<file path="src/shared/emp_pkg.sv">
// Shared constants and carrier types for the external memory port block
package emp_pkg;

  // ----------------------------------------------------------------------
  // Widths
  // ----------------------------------------------------------------------
  localparam int SPACE_W    = 2;              // Chip-select space index width
  localparam int NUM_SPACES = 1 << SPACE_W;   // Chip-select spaces
  localparam int ADDR_W     = 20;             // Word address, pin bits 21 down to 2
  localparam int DATA_W     = 32;
  localparam int BE_W       = 4;
  localparam int CNT_W      = 6;              // Phase counter, wide enough for strobe

  // ----------------------------------------------------------------------
  // Reset values of the pins, and phase counter constants
  // ----------------------------------------------------------------------
  localparam logic [NUM_SPACES-1:0] CE_IDLE   = {NUM_SPACES{1'b1}};
  localparam logic [BE_W-1:0]       BE_IDLE   = 4'hf;
  localparam logic [ADDR_W-1:0]     ADDR_RST  = 20'h00000;
  localparam logic [DATA_W-1:0]     DATA_RST  = 32'h00000000;
  localparam logic [CNT_W-1:0]      CNT_ZERO  = 6'h00;
  localparam logic [CNT_W-1:0]      CNT_ONE   = 6'h01;

  // ----------------------------------------------------------------------
  // Per-space programmed timing and mode
  // ----------------------------------------------------------------------
  typedef struct packed {
    logic       sync_mode;            // 1: programmable synchronous cycles
    logic [3:0] read_setup_cycles;
    logic [5:0] read_strobe_cycles;
    logic [2:0] read_hold_cycles;
    logic [3:0] write_setup_cycles;
    logic [5:0] write_strobe_cycles;
    logic [2:0] write_hold_cycles;
    logic [1:0] sync_read_latency;
    logic [1:0] sync_write_latency;
    logic       select_extend;
    logic       read_enable_mode;
    logic       sync_clock_select;    // 0: port clock a, 1: port clock b
  } emp_space_cfg_s;

  // One access request from the core side
  typedef struct packed {
    logic               write;
    logic [SPACE_W-1:0] space;
    logic [ADDR_W-1:0]  addr;
    logic [BE_W-1:0]    byte_enable;  // Active high, inverted at the pins
    logic [DATA_W-1:0]  wdata;
  } emp_req_s;

  // ----------------------------------------------------------------------
  // Access sequencer states
  // ----------------------------------------------------------------------
  typedef enum logic [2:0] {
    ST_IDLE    = 3'b000,
    ST_ASETUP  = 3'b001,
    ST_ASTROBE = 3'b010,
    ST_AHOLD   = 3'b011,
    ST_SCMD    = 3'b100,
    ST_SDESEL  = 3'b101
  } emp_state_e;

endpackage : emp_pkg

</file>
<file path="src/design/emp_port.sv">
// External memory port sequencer for asynchronous and synchronous accesses
//
// Behaviour
// - Read selects stand valid read_setup_cycles port clocks before read strobe falls.
// - Read selects stay valid read_hold_cycles port clocks after read strobe rises.
// - Write selects stand valid write_setup_cycles port clocks before write strobe falls.
// - Write selects stay valid write_hold_cycles port clocks after write strobe rises.
// - Setup, strobe and hold counts are programmed separately per chip-select space.
// - Async counts use port clock a; strobes change only after its rising edges.
// - Ready passes a synchroniser and is acted on at a port clock rising edge.
// - Chip enable, byte enables, address, output enable, write data are selects.
// - Async read data is captured when read strobe rises.
// - Async accesses use shared pins as output enable, read strobe, write strobe.
// - Sync accesses use shared pins as address strobe/read enable, output, write enable.
// - Per-space sync read latency of 0 to 3 cycles.
// - Per-space sync write latency of 0 to 3 cycles.
// - Select extend 0: chip enable drops after the last command is issued.
// - Select extend 1: chip enable stays low while sync output enable is low.
// - Read enable mode 0: address strobe function with deselect cycles.
// - Read enable mode 1: read enable function without deselect cycles.
// - Per-space clock select picks port clock a or b for sync accesses.
// - Sync pins launch on, and read data samples at, selected clock rising edges.
`timescale 1ns/1ns
`default_nettype none

module emp_port (
  input  wire logic                                   i_clock,
  input  wire logic                                   i_rst,
  input  wire emp_pkg::emp_space_cfg_s                i_space_cfg [emp_pkg::NUM_SPACES],
  input  wire logic                                   i_req_valid,
  input  wire emp_pkg::emp_req_s                      i_req,
  output logic                                        o_req_ready,
  output logic                                        o_rdata_valid,
  output logic [emp_pkg::DATA_W-1:0]                  o_rdata,
  input  wire logic                                   i_ext_clock_out_a,
  input  wire logic                                   i_ext_clock_out_b,
  input  wire logic                                   i_async_ready,
  output logic [emp_pkg::NUM_SPACES-1:0]              o_chip_enable_n,
  output logic [emp_pkg::BE_W-1:0]                    o_byte_enable_n,
  output logic [emp_pkg::ADDR_W-1:0]                  o_addr,
  output logic [emp_pkg::DATA_W-1:0]                  o_data,
  output logic                                        o_data_oe,
  input  wire logic [emp_pkg::DATA_W-1:0]             i_data,
  output logic                                        o_strobe_rd_n,
  output logic                                        o_output_enable_n,
  output logic                                        o_strobe_wr_n
);

  // ----------------------------------------------------------------------
  // Helpers
  // ----------------------------------------------------------------------
  // A programmed count of zero is stretched to one port clock
  // Load is one less than the count: the tick that finds zero ends the phase
  function automatic logic [emp_pkg::CNT_W-1:0] cnt_load(
    input logic [emp_pkg::CNT_W-1:0] v
  );
    cnt_load = (v == emp_pkg::CNT_ZERO) ? emp_pkg::CNT_ZERO : v - emp_pkg::CNT_ONE;
  endfunction : cnt_load

  // Port clock edge that paces a space
  // Asynchronous spaces always follow port clock a; only sync spaces may pick b
  function automatic logic pick_tick(
    input emp_pkg::emp_space_cfg_s c,
    input logic                    ta,
    input logic                    tb
  );
    pick_tick = (c.sync_mode && c.sync_clock_select) ? tb : ta;
  endfunction : pick_tick

  // ----------------------------------------------------------------------
  // Pin synchronisers
  // ----------------------------------------------------------------------
  // The port clocks are sampled as data, never used as clocks. Each of
  // their high and low phases must last at least two system clocks, or
  // an edge is lost; a faster port clock needs a different scheme.
  // Read data passes the same two flops, so it must stand steady for a
  // few system clocks before the capture tick.
  // Ready has no more than these two flops of delay before it is used.
  logic                        clka_s1_q;
  logic                        clka_s2_q;
  logic                        clka_s3_q;
  logic                        clkb_s1_q;
  logic                        clkb_s2_q;
  logic                        clkb_s3_q;
  logic                        rdy_s1_q;
  logic                        rdy_s2_q;
  logic [emp_pkg::DATA_W-1:0]  din_s1_q;
  logic [emp_pkg::DATA_W-1:0]  din_s2_q;
  logic                        tick_a;
  logic                        tick_b;

  // Two flops on every pin input; edge detect only looks past the second
  always_ff @(posedge i_clock) begin
    if (i_rst) begin
      clka_s1_q <= 1'b0;
      clka_s2_q <= 1'b0;
      clka_s3_q <= 1'b0;
      clkb_s1_q <= 1'b0;
      clkb_s2_q <= 1'b0;
      clkb_s3_q <= 1'b0;
      rdy_s1_q  <= 1'b0;
      rdy_s2_q  <= 1'b0;
      din_s1_q  <= emp_pkg::DATA_RST;
      din_s2_q  <= emp_pkg::DATA_RST;
    end else begin
      clka_s1_q <= i_ext_clock_out_a;
      clka_s2_q <= clka_s1_q;
      clka_s3_q <= clka_s2_q;
      clkb_s1_q <= i_ext_clock_out_b;
      clkb_s2_q <= clkb_s1_q;
      clkb_s3_q <= clkb_s2_q;
      rdy_s1_q  <= i_async_ready;
      rdy_s2_q  <= rdy_s1_q;
      din_s1_q  <= i_data;
      din_s2_q  <= din_s1_q;
    end
  end

  // Rising edges of the port clocks as one-cycle ticks
  assign tick_a = clka_s2_q & ~clka_s3_q;
  assign tick_b = clkb_s2_q & ~clkb_s3_q;

  // ----------------------------------------------------------------------
  // Access sequencer
  // ----------------------------------------------------------------------
  // Access state, latched space settings and the running phase count
  emp_pkg::emp_state_e         state_q;
  emp_pkg::emp_space_cfg_s     cfg_q;
  emp_pkg::emp_space_cfg_s     req_cfg;
  logic                        write_q;
  logic [emp_pkg::DATA_W-1:0]  wdata_q;
  logic [emp_pkg::CNT_W-1:0]   cnt_q;
  logic                        ready_q;
  logic                        tick_req;
  logic                        tick;
  logic                        accept;

  // Requests are taken only on a tick of the space's own port clock, so the
  // first pin change of an access already sits on a port clock rising edge;
  // a waiting request is never dropped, it simply stays until that tick
  assign req_cfg  = i_space_cfg[i_req.space];
  assign tick_req = pick_tick(req_cfg, tick_a, tick_b);
  assign tick     = pick_tick(cfg_q, tick_a, tick_b);
  assign accept   = (state_q == emp_pkg::ST_IDLE) && i_req_valid && ready_q && tick_req;

  // Flow of an access, at most one state change per port clock tick:
  //   asynchronous: IDLE -> ASETUP -> ASTROBE -> AHOLD -> IDLE
  //   synchronous:  IDLE -> SCMD -> (SDESEL when deselects are wanted) -> IDLE
  // The counter is loaded with the programmed count minus one, so a count
  // of N keeps a phase for N ticks; zero is treated as one, since a phase
  // of no length would let selects and strobe change on the same edge.
  // In synchronous accesses the counter holds the latency instead: write
  // data goes out on the tick that finds one (at the take for latency 0);
  // read data is taken on the tick that finds zero.
  //
  // Every pin change is made on a port clock tick, so all pins launch
  // from the same rising edge; the cost is up to one port clock of latency
  always_ff @(posedge i_clock) begin
    if (i_rst) begin
      state_q           <= emp_pkg::ST_IDLE;
      cfg_q             <= '0;
      write_q           <= 1'b0;
      wdata_q           <= emp_pkg::DATA_RST;
      cnt_q             <= emp_pkg::CNT_ZERO;
      ready_q           <= 1'b1;
      o_chip_enable_n   <= emp_pkg::CE_IDLE;
      o_byte_enable_n   <= emp_pkg::BE_IDLE;
      o_addr            <= emp_pkg::ADDR_RST;
      o_data            <= emp_pkg::DATA_RST;
      o_data_oe         <= 1'b0;
      o_strobe_rd_n     <= 1'b1;
      o_output_enable_n <= 1'b1;
      o_strobe_wr_n     <= 1'b1;
      o_rdata_valid     <= 1'b0;
      o_rdata           <= emp_pkg::DATA_RST;
    end else begin
      o_rdata_valid <= 1'b0;
      case (state_q)
        // Waiting for a request: all selects launch together at the take,
        // so the setup count starts from the same edge for every select pin
        emp_pkg::ST_IDLE: begin
          if (accept) begin
            ready_q         <= 1'b0;
            cfg_q           <= req_cfg;
            write_q         <= i_req.write;
            wdata_q         <= i_req.wdata;
            o_chip_enable_n <= ~(emp_pkg::NUM_SPACES'(1) << i_req.space);
            o_byte_enable_n <= ~i_req.byte_enable;
            o_addr          <= i_req.addr;
            if (req_cfg.sync_mode) begin
              // Command edge: strobe pins take their synchronous roles
              o_strobe_rd_n     <= i_req.write && req_cfg.read_enable_mode;
              o_output_enable_n <= i_req.write;
              o_strobe_wr_n     <= ~i_req.write;
              if (i_req.write) begin
                cnt_q <= emp_pkg::CNT_W'(req_cfg.sync_write_latency);
                if (req_cfg.sync_write_latency == 2'h0) begin
                  o_data    <= i_req.wdata;
                  o_data_oe <= 1'b1;
                end
              end else begin
                cnt_q <= emp_pkg::CNT_W'(req_cfg.sync_read_latency);
              end
              state_q <= emp_pkg::ST_SCMD;
            end else begin
              // Async: output enable and write data are selects too
              o_output_enable_n <= i_req.write;
              o_data            <= i_req.wdata;
              o_data_oe         <= i_req.write;
              cnt_q   <= cnt_load(emp_pkg::CNT_W'(i_req.write ? req_cfg.write_setup_cycles
                                                              : req_cfg.read_setup_cycles));
              state_q <= emp_pkg::ST_ASETUP;
            end
          end
        end

        // Setup phase: selects stand still while the counter runs down;
        // the strobe opens on the tick where the count has expired
        emp_pkg::ST_ASETUP: begin
          if (tick) begin
            if (cnt_q == emp_pkg::CNT_ZERO) begin
              // Selects have stood the full setup count; open the strobe
              o_strobe_rd_n <= write_q;
              o_strobe_wr_n <= ~write_q;
              cnt_q   <= cnt_load(write_q ? cfg_q.write_strobe_cycles
                                          : cfg_q.read_strobe_cycles);
              state_q <= emp_pkg::ST_ASTROBE;
            end else begin
              cnt_q <= cnt_q - emp_pkg::CNT_ONE;
            end
          end
        end

        // Strobe phase: ready is only looked at once the programmed count
        // has run out, so a memory that drops ready early costs nothing.
        // Read data comes from the synchronised pins on the edge that ends
        // the strobe, so the strobe must cover the memory's access time
        emp_pkg::ST_ASTROBE: begin
          if (tick) begin
            if (cnt_q != emp_pkg::CNT_ZERO) begin
              cnt_q <= cnt_q - emp_pkg::CNT_ONE;
            end else if (rdy_s2_q) begin
              // Ready low at the tick stretches the strobe by one port clock
              o_strobe_rd_n <= 1'b1;
              o_strobe_wr_n <= 1'b1;
              if (!write_q) begin
                o_rdata       <= din_s2_q;
                o_rdata_valid <= 1'b1;
              end
              cnt_q   <= cnt_load(emp_pkg::CNT_W'(write_q ? cfg_q.write_hold_cycles
                                                          : cfg_q.read_hold_cycles));
              state_q <= emp_pkg::ST_AHOLD;
            end
          end
        end

        // Hold phase: strobe is high again but every select keeps its value;
        // the address is left as it was, which saves toggling the pins
        emp_pkg::ST_AHOLD: begin
          if (tick) begin
            if (cnt_q == emp_pkg::CNT_ZERO) begin
              // Hold count served; selects may now change
              o_chip_enable_n   <= emp_pkg::CE_IDLE;
              o_byte_enable_n   <= emp_pkg::BE_IDLE;
              o_output_enable_n <= 1'b1;
              o_data_oe         <= 1'b0;
              ready_q           <= 1'b1;
              state_q           <= emp_pkg::ST_IDLE;
            end else begin
              cnt_q <= cnt_q - emp_pkg::CNT_ONE;
            end
          end
        end

        // Synchronous command and latency: strobes last exactly one tick.
        // Chip enable stays low past the command only for a read with
        // select extension set, so glue logic in front of a FIFO sees it
        // for as long as the output enable is low
        emp_pkg::ST_SCMD: begin
          if (tick) begin
            // Command lasted one edge; chip enable follows extend setting
            o_strobe_rd_n <= 1'b1;
            o_strobe_wr_n <= 1'b1;
            if (!(cfg_q.select_extend && !write_q)) begin
              o_chip_enable_n <= emp_pkg::CE_IDLE;
            end
            if (write_q) begin
              if (cnt_q == emp_pkg::CNT_ONE) begin
                o_data    <= wdata_q;
                o_data_oe <= 1'b1;
              end else if (cnt_q == emp_pkg::CNT_ZERO) begin
                o_data_oe       <= 1'b0;
                o_byte_enable_n <= emp_pkg::BE_IDLE;
              end
            end else if (cnt_q == emp_pkg::CNT_ZERO) begin
              o_rdata           <= din_s2_q;
              o_rdata_valid     <= 1'b1;
              o_output_enable_n <= 1'b1;
              o_chip_enable_n   <= emp_pkg::CE_IDLE;
              o_byte_enable_n   <= emp_pkg::BE_IDLE;
            end
            if (cnt_q == emp_pkg::CNT_ZERO) begin
              if (cfg_q.read_enable_mode) begin
                ready_q <= 1'b1;
                state_q <= emp_pkg::ST_IDLE;
              end else begin
                state_q <= emp_pkg::ST_SDESEL;
              end
            end else begin
              cnt_q <= cnt_q - emp_pkg::CNT_ONE;
            end
          end
        end

        // Deselect: a spare tick between accesses for memories that need it
        emp_pkg::ST_SDESEL: begin
          // One port clock with every select idle before the next access
          if (tick) begin
            ready_q <= 1'b1;
            state_q <= emp_pkg::ST_IDLE;
          end
        end

        // Unused state codes fall back to idle and reopen the request port,
        // so a disturbed state register cannot hang the port
        default: begin
          state_q <= emp_pkg::ST_IDLE;
          ready_q <= 1'b1;
        end
      endcase
    end
  end

  // ----------------------------------------------------------------------
  // Request port
  // ----------------------------------------------------------------------
  // Ready is a flop of its own, so the core sees a clean registered level
  assign o_req_ready = ready_q;

endmodule : emp_port

`default_nettype wire

</file>
<file path="config.mk">
export PLATFORM = sky130hd
export DESIGN_NAME = emp_port
export DESIGN_NICKNAME = d
export VERILOG_FILES = /design/src/shared/emp_pkg.sv /design/src/design/emp_port.sv
export SDC_FILE = /design/constraint.sdc
export NUM_CORES = 1
export LEC_CHECK = 0
export ABC_CLOCK_PERIOD_IN_PS = 2950
export BUFFER_PORTS_ARGS = -buffer_cell sky130_fd_sc_hd__buf_2
export CAP_MARGIN = 5
export CORE_MARGIN = 4
export CORE_UTILIZATION = 51
export DETAILED_ROUTE_END_ITERATION = 16
export GPL_ROUTABILITY_DRIVEN = 0
export PLACE_DENSITY = 0.8
export SLEW_MARGIN = 20
export SYNTH_ARGS = -nofsm -noshare
export SYNTH_HDL_FRONTEND = slang
export SYNTH_SLANG_ARGS = --single-unit
</file>
<file path="constraint.sdc">
create_clock -name i_clock -period 2.95 [get_ports i_clock]
set_clock_uncertainty 0.15 [all_clocks]
set_input_delay 0.295 -clock i_clock [delete_from_list [all_inputs] [get_ports i_clock]]
set_output_delay 0.295 -clock i_clock [all_outputs]
set_load 0.02 [all_outputs]
</file>
# [Word-level counts from Yosys, hierarchy flattened]
# Index checks and enable logic that the tools add are counted.
[totals] regBits=234 word_cells=223 input_bits=233 output_inout_bits=98
[op_classes] addsub=4 bitwise=10 n_reduce_logical=33 magnitude_cmp=1 eq_ne=29 shift=1 n_mux=112
[ops] cell="32-bit 2-to-1 mux" count=14
[ops] cell="32-bit case mux with 2 select lines" count=2
[ops] cell="6-bit 2-to-1 mux" count=13
[ops] cell="34-bit binary-select mux with 2-bit select" count=1
[ops] cell="34-bit 2-to-1 mux" count=2
[ops] cell="4-bit 2-to-1 mux" count=14
[ops] cell="3-bit 2-to-1 mux" count=14
[ops] cell="1-bit 2-to-1 mux" count=41
[ops] cell="2-bit != test, second input constant" count=18
[ops] cell="6-bit zero test" count=4
[ops] cell="4-bit case mux with 3 select lines" count=2
[ops] cell="6-bit case mux with 4 select lines" count=1
[ops] cell="7-bit AND reduction" count=3
[ops] cell="3-bit case mux with 6 select lines" count=1
[ops] cell="8-bit AND reduction" count=2
[ops] cell="5-bit AND reduction" count=3
[ops] cell="6-bit by 1-bit subtractor with 6-bit output, second input constant" count=2
[ops] cell="11-bit AND reduction" count=1
[ops] cell="3-bit != test, second input constant" count=3
[ops] cell="9-bit AND reduction" count=1
[ops] cell="4-bit inverter" count=2
[ops] cell="1-bit case mux with 4 select lines" count=2
[ops] cell="4-bit nonzero test" count=2
[ops] cell="1-bit logical AND" count=7
[ops] cell="other kinds (25)" count=35

# [Depth between registers and ports, before layout]
[depth] depth_word=10 ltp_mapped=11 depth_no_buf=10

# [Least setup slack after synthesis]
# No wires, ideal clock.
[synth_path] kind="register to register" start="register cnt_q[0] in the netlist's numbering" end="register o_rdata[0] in the netlist's numbering" period_less_slack_ps=2661 slack_ps=289 stages_incl_launch_ff=12 setup_ps=70 t_arrival_ps=2441 n_path_buf=3 t_required_ps=2730 path_cell_list="dfxtp_1 > inv_1 > ha_1 > or4b_1 > clkbuf_1 > nor2_1 > buf_2 > nand2_1 > a2111oi_2 > buf_2 > nand2_1 > a21oi_1"
[synth_via] elab_chain_len=3 word_cells_on_any_way=5 classes_between="eq/ne: 2; reduce/logical: 3"
[synth_lines] element="from (decl)" line="emp_port.sv:132" rtl="logic [emp_pkg::CNT_W-1:0] cnt_q;"
[synth_lines] element="from (signal assigned)" line="emp_port.sv:164" rtl="cnt_q <= emp_pkg::CNT_ZERO;"
[synth_lines] element="from (signal assigned)" line="emp_port.sv:196" rtl="cnt_q <= emp_pkg::CNT_W'(req_cfg.sync_write_latency);"
[synth_lines] element="from (signal assigned)" line="emp_port.sv:202" rtl="cnt_q <= emp_pkg::CNT_W'(req_cfg.sync_read_latency);"
[synth_lines] element="6-bit zero test / 6-bit nonzero test (equally long branches)" line="emp_port.sv:295, emp_port.sv:240"
[synth_lines] element="2-bit != test (no source line)"
[synth_lines] element="8-bit AND reduction (no source line) *"
[synth_lines] element="to (signal assigned)" line="emp_port.sv:175" rtl="o_rdata <= emp_pkg::DATA_RST;"
[synth_lines] element="to (signal assigned)" line="emp_port.sv:247" rtl="o_rdata <= din_s2_q;"
[synth_lines] element="to (signal assigned)" line="emp_port.sv:296" rtl="o_rdata <= din_s2_q;"
[synth_lines] element="to (decl)" line="emp_port.sv:34" rtl="output logic [emp_pkg::DATA_W-1:0] o_rdata,"
# Mark *: on every way between the ends. The rest lies on a longest branch, timed or not.
# A chain may end at the register's enable or synchronous reset.

# [Worst setup path after layout]
[layout_path] start="register cnt_q[0] in the netlist's numbering" end="register o_byte_enable_n[0] in the netlist's numbering"
[layout_via] elab_chain_len=6 word_cells_on_any_way=10 classes_between="eq/ne: 2; mux: 6; reduce/logical: 2"
[layout_lines] element="6-bit zero test" line="emp_port.sv:261, emp_port.sv:291, emp_port.sv:295"
[layout_lines] element="4-bit 2-to-1 mux (4 in a row)"
[layout_lines] element="4-bit case mux with 3 select lines"
[layout_lines] element="to (signal assigned)" line="emp_port.sv:167" rtl="o_byte_enable_n <= emp_pkg::BE_IDLE;"
[layout_lines] element="to (signal assigned)" line="emp_port.sv:188" rtl="o_byte_enable_n <= ~i_req.byte_enable;"
[layout_lines] element="to (signal assigned)" line="emp_port.sv:264" rtl="o_byte_enable_n <= emp_pkg::BE_IDLE;"
[layout_lines] element="to (decl)" line="emp_port.sv:39" rtl="output logic [emp_pkg::BE_W-1:0] o_byte_enable_n,"
# Several ways; a longest one is shown, not always the timed one. The select of a mux whose other input is x is not followed.

==> parameters.txt <==
Parameter                              Value

Synthesis
  Async set-reset flop share out of synthesis ... 0%
  Adder-cell area share of the yosys netlist ... less than 1%
  Yosys warnings ... 0
  Post-synthesis share of cell area spent on xor and xnor gates ... less than 1%
  Dominant combinational cell family by area after synthesis ... simple AND/OR/NAND/NOR gates
  Proportion of synthesized chip area in sequential cells ... 46.3%
  Count of state elements after synthesis ... 234
  Fraction of synthesized area in multiplexers ... 10.4%
  Number of flops mapped to enable cells by yosys ... 0
  Cell accounting for the most synthesized area ... sky130_fd_sc_hd__dfxtp_1
  Primary FF master, synth ... sky130_fd_sc_hd__dfxtp_1
  Synth Area in Simple Gates ... a little over a fifth
  Synth Area per Inst ... 8.95 um2
  Area share of the largest cell type after synthesis ... 46.3%
  Synthesized Nets ... roughly 1400
  Synth Area in Compound Gates ... 15.9%
  Netlist area before placement ... 0.0101 mm2
  Largest cells by area after synthesis ... sky130_fd_sc_hd__dfxtp_1 46%, sky130_fd_sc_hd__nand2_1 11%, sky130_fd_sc_hd__mux4_2 7.3%, sky130_fd_sc_hd__a21oi_1 6.1%, sky130_fd_sc_hd__nor2b_1 4.8%
  Yosys cell types ... 59
  Post-Syn Instances ... 1130

Power
  Power density over the cells ... 563 mW/mm2
  Total leakage power ... roughly 0.0057 uW
  Maximum ir drop on the vdd rail ... about 0.00044 V

Finish
  Most frequent cells in the layout ... 329 x sky130_fd_sc_hd__buf_2, 297 x sky130_fd_sc_hd__nand2_1, 234 x sky130_fd_sc_hd__dfxtp_1
  Final layout net count ... 1755
  Count of fill cells added during filler insertion ... around 1400
  Most frequent standard cell in the layout excluding fill and tap cells ... sky130_fd_sc_hd__buf_2
  Final non-filler cell area ... between 0.01 and 0.015 mm2
  Layout cells sized above 1 ... 31.1%
  P&R area growth vs syn ... 35.8%

Clocking
  Sinks on the clock net ... 234
  Number of H-tree branching levels ... 1
  Clock-pin slew on the worst setup and hold paths ... 0.06 ns
  Clock latency on the worst-skew pair ... 0.50 ns
  Cell chosen for the clock root ... sky130_fd_sc_hd__clkbuf_16
  Inserted Clock Buffers ... 24
  Maximum clock insertion buffer count ... 3
  Count of buffers added by post-CTS timing repair for setup ... 0
  TritonCTS clock tree ... done

Worst setup path
  Kind of start point of the critical path ... register
  Worst EP required ... 3.23 ns
  Max FO, Critical Path ... 10
  Critical path capture point type ... register
  Worst Setup Path Type ... reg -> reg
  Worst EP arrival ... ~3 ns

Die
  Die area ... approximately 0.022 mm2
  Chip width ... 149 um
  Standard-cell rows ... 51
  Number of I/O pins ... 331
  Area of the core region ... 0.0195 mm2
  Initial Utilization ... roughly 52%
  Vert. Die Dim ... 149 um

STA
  Setup violation total in the final timing report ... 0
  Post-route clock period utilization ... 95.3%
  Unrepaired setup endpoints after global routing ... yes
  Final sum of negative setup slack ... 0 ns
  Count of final hold-check violations ... 0
  Count of pins over their slew limit ... 0
  Worst setup margin ... 0.138 ns
  Worst-Margin Slew ... 0.680 ns
  Achievable clock frequency ... 356 MHz
  Final period demand of the worst path ... 2.81 ns
  Slew HR ... roughly 55%

Drt
  Total vias in the final route ... 9631
  DRT iter0 DRCs ... 455
  Detailed-route vias per instance ... 5.36
  Total wire length ... 28900 um
  Routed wire length per instance ... 16.1 um
  Number of detailed-routing iterations run before antenna repair ... 5
  Count of unresolved DRC violations after routing ... 0
  Routed Antenna Nets ... 0

Min path
  Class of the worst hold path ... in -> reg

GRT
  Global route total overflow ... 0
  First-pass GRT wire length ... 46400 um
  Number of global-route vias before repair ... 9612
  Largest net degree at the start of global routing ... 116
  Total Routing Usage GR ... between 20% and 30%
  Number of antenna violations at the first check in global routing ... 1

Place
  Final HPWL from detailed placement ... 18600 um
  Worst setup slack before clock tree synthesis ... 0.107 ns
  Total of buffers placed on input and output ports ... 330
  DP Area ... 0.0120 mm2

Status
  Run status ... finished, final reports clean

Job
  Max_cap viols ... 0
-- synth_stat cells, drive strengths merged (2+ instances only) --
cell	n
a311oi	34
a211oi	10
o32ai	3
a311o	2
o21ai	11
nand3	9
a22oi	3
a2111oi	3
a21o	2
buf	25
dfxtp	234
o21bai	2
o221a	2
or3	2
a21oi	123
o22a	2
ha	7
nor3	15
nand4	5
and2	6
mux4	33
or2	2
inv	8
nor4	3
a31oi	4
a221oi	3
o22ai	4
o211ai	3
clkbuf	64
nor4b	2
mux2	9
nor2b	77
xor2	3
xnor2	4
nor3b	7
mux2i	21
a2111o	2
nand2b	4
nor2	67
nand2	297
-- path summary, 6_finish.rpt --
kind,cells past startpoint,endpoint,slack [ns],from
setup reg to reg,8,o_byte_enable_n[0],0.14,cnt_q[0]
setup / recovery,8,o_byte_enable_n[0],0.14,cnt_q[0]
hold / removal,2,din_s1_q[11],0.06,i_rst
hold reg to reg,1,din_s2_q[5],0.28,din_s1_q[5]
-- where the power goes --
part	switching, uW	internal, uW	total [uW]
combinational	673	584	1260
clock	1220	1900	3120
sequential	68.7	3290	3360
-- registers in the layout, indices dropped and copies added (netlist names), 3 cells and up --
name / count
wdata_q: 32
cnt_q: 6
state_q: 3
o_rdata: 32
o_byte_enable_n: 4
cfg_q: 22
din_s1_q: 32
o_addr: 20
o_data: 32
din_s2_q: 32
o_chip_enable_n: 4
-- area by class of cell --
type	count	area (um2)	area share, %
Inverter	8	30.0	0.219
Antenna cell	1	2.50	0.0182
Clock inverter	9	131	0.956
Clock buffer	32	692	5.04
Multi-Input combinational cell	799	5060	36.8
Timing Repair Buffer	448	2810	20.5
Tap cell	265	332	2.41
Sequential cell	234	4680	34.1
-- critical path, stage by stage (launching register included) --
cell	delay (ns)
sky130_fd_sc_hd__dfxtp_1	0.34
sky130_fd_sc_hd__inv_1	0.14
sky130_fd_sc_hd__ha_1	0.25
sky130_fd_sc_hd__or4b_1	0.49
sky130_fd_sc_hd__buf_4	0.19
sky130_fd_sc_hd__or2_2	0.39
sky130_fd_sc_hd__o21ai_0	0.22
sky130_fd_sc_hd__o211a_1	0.34
sky130_fd_sc_hd__mux2i_1	0.23
-- kinds of logic after synthesis --
| family | count (synthesis) |
|---|---|
| simple gates | 500 |
| flops | 234 |
| compound gates | 222 |
| buf+inv | 97 |
| xor+xnor | 7 |
| mux | 63 |
| fa+ha+maj | 7 |
-- routing by layer --
layer | wire (um) | global-route usage, % | share of wire, %
met1 | 11200 | 30.3 | 39
met5 | 0 | 0 | 0
met3 | 2180 | 5.04 | 7.5
met4 | 945 | 7.87 | 3.3
met2 | 14600 | 44.7 | 50
-- per-stage QoR --
step / cells / hold WS [ns] / util, % / power, uW
floorplan: 1130 / 0.264 / - / 4160
global placement: 1663 / 0.265 / 61.7 / 4530
detailed placement: 1663 / 0.270 / 61.7 / 4560
CTS: 1795 / 0.0416 / 70.6 / 7770
global route: 1796 / 0.0793 / 70.6 / 8030
finish: 1796 / 0.0632 / 70.6 / 7730
-- timing repair --
action | in CTS | in global routing
setup endpoints to repair | 0 | 40
hold buffers | 91 | 0
hold endpoints to repair | 123 | 0
gates resized for setup | 0 | 1
No activity file was read; power rests on OpenSTA's default activity.
